### src/logic/flow_pkg.sv
// shared constants, command codes and carriers for the program-flow unit
package flow_pkg;

    // register byte offsets
    localparam logic [7:0] ctrl_off = 8'h00;
    localparam logic [7:0] instr_off = 8'h04;
    localparam logic [7:0] opnd_off = 8'h08;
    localparam logic [7:0] pc_off = 8'h0c;
    localparam logic [7:0] flags_off = 8'h10;
    localparam logic [7:0] stack_off = 8'h14;
    localparam logic [7:0] state_off = 8'h18;
    localparam logic [7:0] retired_off = 8'h1c;

    // instruction register fields
    localparam int op_pos = 0;
    localparam int bit_pos = 8;
    localparam int sel_pos = 12;
    localparam int k_pos = 16;
    localparam int two_word_pos = 24;

    // operand register fields
    localparam int opnd_a_pos = 0;
    localparam int opnd_b_pos = 8;
    localparam int io_pos = 16;

    // state register fields
    localparam int busy_pos = 0;
    localparam int taken_pos = 1;
    localparam int bad_op_pos = 2;
    localparam int cycles_pos = 4;

    // status flag positions
    localparam int flag_c = 0;
    localparam int flag_z = 1;
    localparam int flag_n = 2;
    localparam int flag_v = 3;
    localparam int flag_s = 4;
    localparam int flag_h = 5;
    localparam int flag_t = 6;
    localparam int flag_i = 7;

    // reset values
    localparam logic [15:0] pc_rst = 16'h0000;
    localparam logic [7:0] flags_rst = 8'h00;
    localparam logic [15:0] stack_rst = 16'h0000;

    // cycle counts
    localparam logic [2:0] cyc_plain = 3'h1;
    localparam logic [2:0] cyc_taken = 3'h2;
    localparam logic [2:0] cyc_skip_long = 3'h3;
    localparam logic [2:0] cyc_return = 3'h4;

    typedef enum logic [4:0] {
        op_nop = 5'h00,
        subroutine_return = 5'h01,
        interrupt_return = 5'h02,
        compare_skip_equal = 5'h03,
        compare_regs = 5'h04,
        compare_regs_with_carry = 5'h05,
        compare_immediate = 5'h06,
        skip_reg_bit_clear = 5'h07,
        skip_reg_bit_set = 5'h08,
        skip_io_bit_clear = 5'h09,
        skip_io_bit_set = 5'h0a,
        branch_flag_set = 5'h0b,
        branch_flag_clear = 5'h0c,
        branch_equal = 5'h0d,
        branch_not_equal = 5'h0e,
        branch_carry_set = 5'h0f,
        branch_carry_clear = 5'h10,
        branch_same_or_higher = 5'h11,
        branch_lower = 5'h12,
        branch_minus = 5'h13,
        branch_plus = 5'h14,
        branch_signed_ge = 5'h15,
        branch_signed_lt = 5'h16,
        branch_half_carry_set = 5'h17,
        branch_half_carry_clear = 5'h18,
        branch_transfer_bit_set = 5'h19,
        branch_transfer_bit_clear = 5'h1a
    } op_e;

    typedef struct packed {
        logic two_word;
        logic [6:0] k;
        logic [2:0] flag_sel;
        logic [2:0] bit_sel;
        op_e op;
    } instr_s;

    typedef struct packed {
        logic [7:0] io_val;
        logic [7:0] opnd_b;
        logic [7:0] opnd_a;
    } operands_s;

    typedef struct packed {
        logic [15:0] pc;
        logic [7:0] flags;
        logic [2:0] cycles;
        logic taken;
        logic bad_op;
    } outcome_s;

endpackage : flow_pkg

### src/logic/compare_flags.sv
// subtract-and-discard compare producing the updated status flags
`timescale 1ns/100ps
module compare_flags (
    // operands
    input wire logic [7:0] minuend,
    input wire logic [7:0] subtrahend,
    input wire logic with_carry,
    // flags
    input wire logic [7:0] flags_in,
    output logic [7:0] flags_out
);
    logic [8:0] diff;
    logic [7:0] res;
    logic borrow_in;

    always_comb begin
        borrow_in = with_carry & flags_in[flow_pkg::flag_c];
        diff = {1'b0, minuend} - {1'b0, subtrahend} - {8'h00, borrow_in};
        res = diff[7:0];
        flags_out = flags_in;
        flags_out[flow_pkg::flag_c] = (~minuend[7] & subtrahend[7]) | (subtrahend[7] & res[7])
            | (res[7] & ~minuend[7]);
        flags_out[flow_pkg::flag_h] = (~minuend[3] & subtrahend[3]) | (subtrahend[3] & res[3])
            | (res[3] & ~minuend[3]);
        flags_out[flow_pkg::flag_v] = (minuend[7] & ~subtrahend[7] & ~res[7])
            | (~minuend[7] & subtrahend[7] & res[7]);
        flags_out[flow_pkg::flag_n] = res[7];
        flags_out[flow_pkg::flag_s] = res[7] ^ flags_out[flow_pkg::flag_v];
        // with carry, zero only stays set across a chain of zero bytes
        if (with_carry) begin
            flags_out[flow_pkg::flag_z] = (res == 8'h00) & flags_in[flow_pkg::flag_z];
        end else begin
            flags_out[flow_pkg::flag_z] = (res == 8'h00);
        end
    end
endmodule : compare_flags

### src/logic/branch_compare_skip_unit.sv
// program-flow execution unit: returns, compares, skips and branches
`timescale 1ns/100ps
// Contract
// - equal registers skip next, no flag change
// - three one-cycle compares update six flags
// - register bit clear skips next instruction
// - register bit set skips next instruction
// - io bit clear skips next instruction
// - io bit set skips next instruction
// - generic flag branches go to pc+k+1
// - equal/not-equal branch on zero flag
// - carry branches, one cycle or two
// - minus/plus branch on negative flag
// - signed branches on negative xor overflow
// - half-carry branches on half-carry flag
// - transfer-bit branches on T flag
module branch_compare_skip_unit (
    // clock and reset
    input wire logic pclk,
    input wire logic presetn,
    // apb slave
    input wire logic psel,
    input wire logic penable,
    input wire logic pwrite,
    input wire logic [7:0] paddr,
    input wire logic [31:0] pwdata,
    output logic [31:0] prdata,
    output logic pready,
    output logic pslverr,
    // execution state
    output logic busy
);
    flow_pkg::instr_s instr;
    flow_pkg::operands_s opnd;
    logic [15:0] pc;
    logic [7:0] flags;
    logic [15:0] stack_addr;
    logic [2:0] cnt;
    flow_pkg::outcome_s pend;
    flow_pkg::outcome_s last;
    logic [15:0] retired;
    flow_pkg::outcome_s next_out;
    logic [7:0] cmp_flags;
    logic [7:0] cmp_sub;
    logic cmp_carry;
    logic wr_en;
    logic rd_go;
    logic start;
    logic mapped;

    // pc + 1 + signed word offset
    function automatic logic [15:0] rel_target(input logic [15:0] p, input logic [6:0] k);
        rel_target = p + 16'h0001 + {{9{k[6]}}, k};
    endfunction : rel_target

    // skipped instruction length decides the advance
    function automatic logic [15:0] skip_target(input logic [15:0] p, input logic two);
        skip_target = two ? p + 16'h0003 : p + 16'h0002;
    endfunction : skip_target

    function automatic logic addr_mapped(input logic [7:0] a);
        case (a)
            flow_pkg::ctrl_off, flow_pkg::instr_off, flow_pkg::opnd_off,
            flow_pkg::pc_off, flow_pkg::flags_off, flow_pkg::stack_off,
            flow_pkg::state_off, flow_pkg::retired_off: addr_mapped = 1'b1;
            default: addr_mapped = 1'b0;
        endcase
    endfunction : addr_mapped

    assign mapped = addr_mapped(paddr);
    assign wr_en = psel & penable & pready & pwrite & mapped;
    assign rd_go = psel & penable & ~pready;
    assign start = wr_en & (paddr == flow_pkg::ctrl_off) & pwdata[0] & ~busy;

    always_comb begin
        case (instr.op)
            flow_pkg::compare_immediate: cmp_sub = opnd.opnd_b;
            default: cmp_sub = opnd.opnd_b;
        endcase
        cmp_carry = (instr.op == flow_pkg::compare_regs_with_carry);
    end

    compare_flags u_cmp (
        .minuend(opnd.opnd_a),
        .subtrahend(cmp_sub),
        .with_carry(cmp_carry),
        .flags_in(flags),
        .flags_out(cmp_flags)
    );

    // outcome of the instruction held in the instruction register
    always_comb begin
        logic skip;
        logic br;
        logic cond;
        skip = 1'b0;
        br = 1'b0;
        cond = 1'b0;
        next_out.pc = pc + 16'h0001;
        next_out.flags = flags;
        next_out.cycles = flow_pkg::cyc_plain;
        next_out.taken = 1'b0;
        next_out.bad_op = 1'b0;
        case (instr.op)
            flow_pkg::op_nop: begin
                next_out.pc = pc + 16'h0001;
            end
            flow_pkg::subroutine_return: begin
                next_out.pc = stack_addr;
                next_out.cycles = flow_pkg::cyc_return;
                next_out.taken = 1'b1;
            end
            flow_pkg::interrupt_return: begin
                next_out.pc = stack_addr;
                next_out.flags[flow_pkg::flag_i] = 1'b1;
                next_out.cycles = flow_pkg::cyc_return;
                next_out.taken = 1'b1;
            end
            flow_pkg::compare_skip_equal: skip = (opnd.opnd_a == opnd.opnd_b);
            flow_pkg::compare_regs,
            flow_pkg::compare_regs_with_carry,
            flow_pkg::compare_immediate: next_out.flags = cmp_flags;
            flow_pkg::skip_reg_bit_clear: skip = ~opnd.opnd_a[instr.bit_sel];
            flow_pkg::skip_reg_bit_set: skip = opnd.opnd_a[instr.bit_sel];
            flow_pkg::skip_io_bit_clear: skip = ~opnd.io_val[instr.bit_sel];
            flow_pkg::skip_io_bit_set: skip = opnd.io_val[instr.bit_sel];
            flow_pkg::branch_flag_set: begin
                br = 1'b1;
                cond = flags[instr.flag_sel];
            end
            flow_pkg::branch_flag_clear: begin
                br = 1'b1;
                cond = ~flags[instr.flag_sel];
            end
            flow_pkg::branch_equal: begin
                br = 1'b1;
                cond = flags[flow_pkg::flag_z];
            end
            flow_pkg::branch_not_equal: begin
                br = 1'b1;
                cond = ~flags[flow_pkg::flag_z];
            end
            flow_pkg::branch_carry_set, flow_pkg::branch_lower: begin
                br = 1'b1;
                cond = flags[flow_pkg::flag_c];
            end
            flow_pkg::branch_carry_clear, flow_pkg::branch_same_or_higher: begin
                br = 1'b1;
                cond = ~flags[flow_pkg::flag_c];
            end
            flow_pkg::branch_minus: begin
                br = 1'b1;
                cond = flags[flow_pkg::flag_n];
            end
            flow_pkg::branch_plus: begin
                br = 1'b1;
                cond = ~flags[flow_pkg::flag_n];
            end
            flow_pkg::branch_signed_ge: begin
                br = 1'b1;
                cond = ~(flags[flow_pkg::flag_n] ^ flags[flow_pkg::flag_v]);
            end
            flow_pkg::branch_signed_lt: begin
                br = 1'b1;
                cond = flags[flow_pkg::flag_n] ^ flags[flow_pkg::flag_v];
            end
            flow_pkg::branch_half_carry_set: begin
                br = 1'b1;
                cond = flags[flow_pkg::flag_h];
            end
            flow_pkg::branch_half_carry_clear: begin
                br = 1'b1;
                cond = ~flags[flow_pkg::flag_h];
            end
            flow_pkg::branch_transfer_bit_set: begin
                br = 1'b1;
                cond = flags[flow_pkg::flag_t];
            end
            flow_pkg::branch_transfer_bit_clear: begin
                br = 1'b1;
                cond = ~flags[flow_pkg::flag_t];
            end
            default: next_out.bad_op = 1'b1;
        endcase
        if (skip) begin
            next_out.pc = skip_target(pc, instr.two_word);
            next_out.cycles = instr.two_word ? flow_pkg::cyc_skip_long : flow_pkg::cyc_taken;
            next_out.taken = 1'b1;
        end
        if (br && cond) begin
            next_out.pc = rel_target(pc, instr.k);
            next_out.cycles = flow_pkg::cyc_taken;
            next_out.taken = 1'b1;
        end
    end

    // apb answer: one wait state, registered read data
    always_ff @(posedge pclk or negedge presetn) begin
        if (!presetn) begin
            pready <= 1'b0;
            pslverr <= 1'b0;
            prdata <= 32'h00000000;
        end else if (rd_go) begin
            pready <= 1'b1;
            pslverr <= ~mapped;
            prdata <= 32'h00000000;
            if (!pwrite) begin
                case (paddr)
                    flow_pkg::instr_off: begin
                        prdata[flow_pkg::op_pos +: 5] <= instr.op;
                        prdata[flow_pkg::bit_pos +: 3] <= instr.bit_sel;
                        prdata[flow_pkg::sel_pos +: 3] <= instr.flag_sel;
                        prdata[flow_pkg::k_pos +: 7] <= instr.k;
                        prdata[flow_pkg::two_word_pos] <= instr.two_word;
                    end
                    flow_pkg::opnd_off: prdata[23:0] <= opnd;
                    flow_pkg::pc_off: prdata[15:0] <= pc;
                    flow_pkg::flags_off: prdata[7:0] <= flags;
                    flow_pkg::stack_off: prdata[15:0] <= stack_addr;
                    flow_pkg::state_off: begin
                        prdata[flow_pkg::busy_pos] <= busy;
                        prdata[flow_pkg::taken_pos] <= last.taken;
                        prdata[flow_pkg::bad_op_pos] <= last.bad_op;
                        prdata[flow_pkg::cycles_pos +: 3] <= last.cycles;
                    end
                    flow_pkg::retired_off: prdata[15:0] <= retired;
                    default: prdata <= 32'h00000000;
                endcase
            end
        end else begin
            pready <= 1'b0;
            pslverr <= 1'b0;
        end
    end

    // instruction and operand registers, locked while executing
    always_ff @(posedge pclk or negedge presetn) begin
        if (!presetn) begin
            instr <= '0;
            opnd <= '0;
            stack_addr <= flow_pkg::stack_rst;
        end else if (wr_en && !busy) begin
            case (paddr)
                flow_pkg::instr_off: begin
                    instr.op <= flow_pkg::op_e'(pwdata[flow_pkg::op_pos +: 5]);
                    instr.bit_sel <= pwdata[flow_pkg::bit_pos +: 3];
                    instr.flag_sel <= pwdata[flow_pkg::sel_pos +: 3];
                    instr.k <= pwdata[flow_pkg::k_pos +: 7];
                    instr.two_word <= pwdata[flow_pkg::two_word_pos];
                end
                flow_pkg::opnd_off: opnd <= pwdata[23:0];
                flow_pkg::stack_off: stack_addr <= pwdata[15:0];
                default: stack_addr <= stack_addr;
            endcase
        end
    end

    // execution sequencer: result commits on the last cycle
    always_ff @(posedge pclk or negedge presetn) begin
        if (!presetn) begin
            busy <= 1'b0;
            cnt <= 3'h0;
            pend <= '0;
            last <= '0;
            retired <= 16'h0000;
        end else if (start) begin
            busy <= 1'b1;
            cnt <= next_out.cycles;
            pend <= next_out;
        end else if (busy) begin
            cnt <= cnt - 3'h1;
            if (cnt == 3'h1) begin
                busy <= 1'b0;
                last <= pend;
                retired <= retired + 16'h0001;
            end
        end
    end

    // program counter and flags: software writes when idle, commit otherwise
    always_ff @(posedge pclk or negedge presetn) begin
        if (!presetn) begin
            pc <= flow_pkg::pc_rst;
            flags <= flow_pkg::flags_rst;
        end else if (busy && cnt == 3'h1) begin
            pc <= pend.pc;
            flags <= pend.flags;
        end else if (wr_en && !busy) begin
            if (paddr == flow_pkg::pc_off) begin
                pc <= pwdata[15:0];
            end
            if (paddr == flow_pkg::flags_off) begin
                flags <= pwdata[7:0];
            end
        end
    end
endmodule : branch_compare_skip_unit

### config.mk
export PLATFORM = sky130hd
export DESIGN_NAME = branch_compare_skip_unit
export DESIGN_NICKNAME = d
export VERILOG_FILES = /design/src/logic/flow_pkg.sv /design/src/logic/compare_flags.sv /design/src/logic/branch_compare_skip_unit.sv
export SDC_FILE = /design/constraint.sdc
export NUM_CORES = 1
export LEC_CHECK = 0
export BUFFER_PORTS_ARGS = -buffer_cell sky130_fd_sc_hd__buf_2
export CAP_MARGIN = 20
export CORE_AREA = 2 2 172 174
export DETAILED_ROUTE_END_ITERATION = 8
export DIE_AREA = 0 0 174 176
export GPL_TIMING_DRIVEN = 0
export HOLD_SLACK_MARGIN = 0.06
export MAX_ROUTING_LAYER = met4
export PLACE_DENSITY = 0.53
export RECOVER_POWER = 100
export SLEW_MARGIN = 20
export SYNTH_ARGS = -nofsm -noshare
export SYNTH_HDL_FRONTEND = slang
export SYNTH_SLANG_ARGS = --single-unit
### constraint.sdc
create_clock -name pclk -period 9.3 [get_ports pclk]
set_clock_uncertainty 0.2 [all_clocks]
set_input_delay 0.465 -clock pclk [delete_from_list [all_inputs] [get_ports pclk]]
set_output_delay 0.465 -clock pclk [all_outputs]
set_load 0.02 [all_outputs]
Yosys cells after proc, flatten, opt, wreduce, memory -nomap -nowiden

Memories as Yosys holds them, arrays and structs flattened.
Index checks and enable logic that the tools add are counted.

Bitwise gates (word level): 43
Reduce and logical (&&, ||, !) cells: 24
$lt $le $gt $ge: 2
Equal/unequal tests: 35
Divide/modulo/power cells: 0
Muxes and demuxes: 48
$mul: 0
Shifts and indexed selects: 0
Add/sub/neg operators: 8

Operators with widths:

| kind                    | number |
|---|---|
| $mux W16                | 7 |
| $eq A5 B5 Y1 const B    | 11 |
| $eq A5 B4 Y1 const B    | 8 |
| $add A16 B1 Y16 const B | 2 |
| $add A16 B2 Y16 const B | 2 |
| $eq A8 B5 Y1 const B    | 4 |
| $pmux W3 S5             | 2 |
| $reduce_or A27 Y1       | 1 |
| $mux W25                | 1 |
| $mux W8                 | 3 |
| $pmux W3 S7             | 1 |
| $eq A5 B3 Y1 const B    | 4 |
| $and A1 B1 Y1           | 19 |
| $not A1 Y1              | 17 |
| $add A16 B16 Y16        | 1 |
| $eq A8 B4 Y1 const B    | 2 |
| $logic_not A8 Y1        | 2 |
| $mux W1                 | 16 |
| $reduce_or A16 Y1       | 1 |
| $pmux W1 S14            | 1 |
| $pmux W7 S2             | 1 |
| $mux W4                 | 3 |
| $pmux W2 S6             | 1 |
| $eq A5 B2 Y1 const B    | 2 |
| other kinds (26)        | 48 |

Memory bits (read-only): 32
Bits in latches: 0
Word-level logic and storage cells: 186
Bits in registers: 171
Memories: 1
Memory bits (writable): 0

Memory list:

| name            | depth | bits a word | read ports | clocked after Yosys merged registers in | wr ports | line                           | text |
|---|---|---|---|---|---|---|---|
| (no name shown) | 32    | 1           | 1          | 0                                       | 0        | branch_compare_skip_unit.sv:62 | `case (a)` |

Logic depth before layout (Yosys ltp)

Word-level depth: 9
Mapped depth: 13
Gate-level depth less buffers: 13

By module

A second synthesis with hierarchy kept.

Cells, all modules: 1,041
Area total of the unflattened synthesis: 10,186.0 um^2

Modules (own cells, without submodules):

| module                   | cells an instance | area an instance (um^2) | sequential area each (um^2) | instances |
|---|---|---|---|---|
| branch_compare_skip_unit | 965               | 9,590.4                 | 4,103.9                     | 1 |
| compare_flags            | 76                | 595.6                   | 0.0                         | 1 |

Worst setup path after synthesis

Ideal clock, no wire load.

Path type: register -> register
Start point: register instr[2] (netlist bit)
End point: register pend[8] (netlist bit)
Cell stages (with the launch flop): 14
Path buffers: 1
Clock period less this slack: 3.560 ns
Data required time: 8.975 ns
Setup slack: 5.740 ns
Setup time: 0.125 ns
Data arrival time: 3.235 ns
Cells stage by stage: dfrtp_1 clkbuf_1 nor3b_1 nand3_1 fa_1 ha_1 nand2_1 a21boi_0 o21a_1 o2111a_1 a211oi_1 mux2i_1 o21ai_0 mux2_2

Cells in the longest elaborated chain, start to end: 7

Ends and longest elaborated chain:

| what                 | line                                                            | text |
|---|---|---|
| start, declared      | branch_compare_skip_unit.sv:33                                  | `flow_pkg::instr_s instr;` |
| $eq A5 B3 Y1         | branch_compare_skip_unit.sv:80, branch_compare_skip_unit.sv:104 |  |
| $and A1 B1 Y1        | compare_flags.sv:17                                             | `borrow_in = with_carry & flags_in[flow_pkg::flag_c];` |
| $sub A8 B1 Y8        | compare_flags.sv:18                                             | `diff = {1'b0, minuend} - {1'b0, subtrahend} - {8'h00, borrow_in};` |
| $not A1 Y1           | compare_flags.sv:25                                             | `flags_out[flow_pkg::flag_v] = (minuend[7] & ~subtrahend[7] & ~res[7])` |
| $and A1 B1 Y1        | compare_flags.sv:25                                             |  |
| $or A1 B1 Y1         | compare_flags.sv:26                                             | `\| (~minuend[7] & subtrahend[7] & res[7]);` |
| $mux W6 (*)          | branch_compare_skip_unit.sv:104                                 | `case (instr.op)` |
| end signal, assigned | branch_compare_skip_unit.sv:269                                 | `pend <= next_out;` |
| end, declared        | branch_compare_skip_unit.sv:39                                  | `flow_pkg::outcome_s pend;` |

Every way passes the cells marked *; elsewhere a longest branch is shown, timed or not.
A chain may end at the register's enable or synchronous reset.

==> results.json <==
{
  "preCtsSetupSlack_ns": 4.945,
  "syn_to_final_growth_pct": 14.62,
  "crit_fanout": 61,
  "ios": 80,
  "syn-cell-area_um2": 9961,
  "ys_warn_count": 0,
  "path_cells": "dlygate4sd3_1 -> clkbuf_1 -> clkbuf_1",
  "synth_seq_cells": 164,
  "yosysSeqAreaShare_pct": 41.20,
  "num_vias": 8592,
  "totalWireLength_um": 34360,
  "post-route-period-util_pct": 56.99,
  "synthTopCellsByCount": "dfrtp_1, nand2_1, o21ai_0, nor2_1, mux2i_1",
  "antenna_cells": 0,
  "cts-root-buf": "clkbuf_16",
  "cp-end-kind": "asynchronous set/reset pin",
  "p_per_area_nw_per_um2": 132.5,
  "drt_first_pass_iters": 7,
  "die_area_um2": 30620,
  "irDropWorstVdd_uv": 136.4,
  "fmax_ghz": 0.1887,
  "critical_path.startpoint_type": "input pin",
  "drcViolationCount": 0,
  "rows": 62,
  "outcome": "complete, but fails checks",
  "worstPathArrival_ns": 4.87,
  "p_leak_nw": 5.310,
  "syn_inst": 1045,
  "drt-met1-wl_um": 15800,
  "hold_viol_final": 0,
  "cap_violations": 2,
  "setup_viol": 0,
  "grt_pass1_wl_um": 52310,
  "grt_max_degree": 73,
  "die_w_um": 174,
  "start_util_pct": 34.89,
  "violations": "capacitance limit, slew limit",
  "initialDrtViolationCount": 734,
  "rsz0062_at_grt": "no",
  "synth-async-reset-ratio_pct": 100.0,
  "gp_congestion": 0.8797,
  "worstPathRequired_ns": 8.87,
  "avgSynthCellArea_um2": 9.532,
  "synthTopCellsByArea": "dfrtp_1, mux2_2, mux2i_1, nand2_1, o21ai_0",
  "routed.top_layer": "met4",
  "cp_slowest_cell": "clkbuf_1",
  "gr-total-overflow": 0,
  "core-area_um2": 28550,
  "slowest_delay_ns": 2.54,
  "synth_ff_type": "dfrtp_1",
  "slew_headroom_pct": -132.9,
  "route.met2.wl_um": 15450,
  "synth_top_area_cell": "dfrtp_1",
  "cts_tree": "done",
  "yosysMostFrequentCell": "dfrtp_1",
  "finalSetupTns_ns": 0,
  "fin_util_pct": 39.99,
  "timing.reg2reg.setup_slack_ns": 4.82,
  "crit_type": "input pin to asynchronous set/reset pin",
  "fin_nets": 1225,
  "crit_top_cell": "clkbuf_1",
  "h-tree-depth": 4,
  "grtUsageTotal_pct": 23.47,
  "period_needed_ns": 5.300,
  "wl_met3_um": 1974,
  "synth_top_cell_area_share_pct": 41.20,
  "insertion_delay_ns": 0.45,
  "antenna_found_initial": 0,
  "worst_slack_ns": 4.000,
  "grt_pass1_vias": 8151,
  "synth_edf_count": 0,
  "die_h_um": 176,
  "ys_types": 67,
  "holdWs_ns": 0.06236,
  "dpl.hpwl_um": 25740,
  "post_drt_wl_per_cell_um": 22.34,
  "port_buffers": 65,
  "finalMaxSlewViolations": 95,
  "cts_sinks": 164,
  "postRouteAntennaNets": 0,
  "post_drt_via_cell_ratio": 5.586,
  "cts_resized": 0,
  "worst_slew_pin_slew_ns": 3.493,
  "finalPower_mw": 1.513,
  "drive_above_1_share_pct": 14.04,
  "cts.path.max_buffers": 2,
  "hold_path_class": "input pin to flip-flop",
  "cts_inserted_buffers": 17,
  "path_clk_slew_ns": 0.08
}
==> sequential cells by signal, indices dropped and copies added (netlist names) <==
name,count
prdata,25
cmp_sub,8
retired,16
flags,8
busy,1
stack_addr,16
pc,16
pready,1
pslverr,1
last,5
opnd,16
cnt,3
instr,19
pend,29
==> critical path, delay by kind of cell <==
kind / cells / cell delay, ns
buf+inv: 3 / 4.34
==> layout by cell type, fill, tap and decap left out, types with 7 or more instances in the layout <==
cell type  Yosys  final
inv_1         30     30
mux2i_1       65     65
buf_4          7      7
xor2_1        25     25
buf_2          7     42
xnor2_1       35     35
clkbuf_16      0     17
a22oi_1       15     15
nand3_1       20     20
mux2_2        61     61
nand2_1      143    143
clkbuf_1      46     77
conb_1         1      7
nor3_1        21     22
nor2_1        67     69
ha_1          36     36
o21ai_0       97     99
and3_1        11     11
a221oi_1      13     13
dfrtp_1      164    164
nor2b_1        8      8
nand4_1       12     12
a21oi_1       40     40
==> layer usage <==
metal,track usage (%),up-vias
met2,35.61,310
met4,7.878,0
met1,32.38,4306
li1,-,3913
met3,3.295,63
met5,-,-
==> where the power goes <==
part | total, mW | internal (mW) | switching (mW) | leakage (nW)
Combinational | 0.0566 | 0.0163 | 0.0402 | 2.86
Clock | 0.742 | 0.386 | 0.356 | 0.294
Sequential | 0.714 | 0.714 | 0.000677 | 2.16
==> kinds of logic after synthesis <==
kind of cell    Yosys count  share of synthesized area, %
buf+inv                  96                         4.133
xor+xnor                 60                         5.276
fa+ha+maj                39                         5.125
other cells               1                       0.03765
flops                   164                         41.20
simple gates            315                         14.24
mux                     133                         14.90
compound gates          237                         15.09
==> layout make-up <==
class	instances	area (um^2)
Buffer	66	297.8
Clock buffer	17	425.4
Clock inverter	15	178.9
Fill cell	2951	17130
Inverter	30	112.6
Multi-Input combinational cell	791	5458
Sequential cell	164	4104
Tap cell	384	480.5
Timing Repair Buffer	71	360.3
==> stage by stage <==
step	instances	instance area [um^2]
after detailed placement	1502	10850
after global placement	1500	10790
after CTS	1537	11490
after global routing	1538	11420
after floorplan	1051	9983
final	1538	11420
==> final timing paths <==
kind / startpoint / endpoint / depth (start not counted)
min in group asynchronous: presetn / last[2]$_DFFE_PN0P_ / 2
max: presetn / pc[11]$_DFFE_PN0P_ / 3
max reg2reg: instr[0]$_DFFE_PN0P_ / pend[5]$_DFFE_PN0P_ / 13
min reg2reg: pend[1]$_DFFE_PN0P_ / last[1]$_DFFE_PN0P_ / 2
min: pwdata[19] / opnd[19]$_DFFE_PN0P_ / 2
max in group pclk: instr[0]$_DFFE_PN0P_ / pend[5]$_DFFE_PN0P_ / 13
==> what timing repair did <==
| action | 4_1_cts | 5_1_grt |
|---|---|---|
| endpoints found under the hold margin | 94 | 1 |
| buffers inserted | 0 | 0 |
| hold buffers | 3 | 1 |
(Power assumes the default switching activity.)
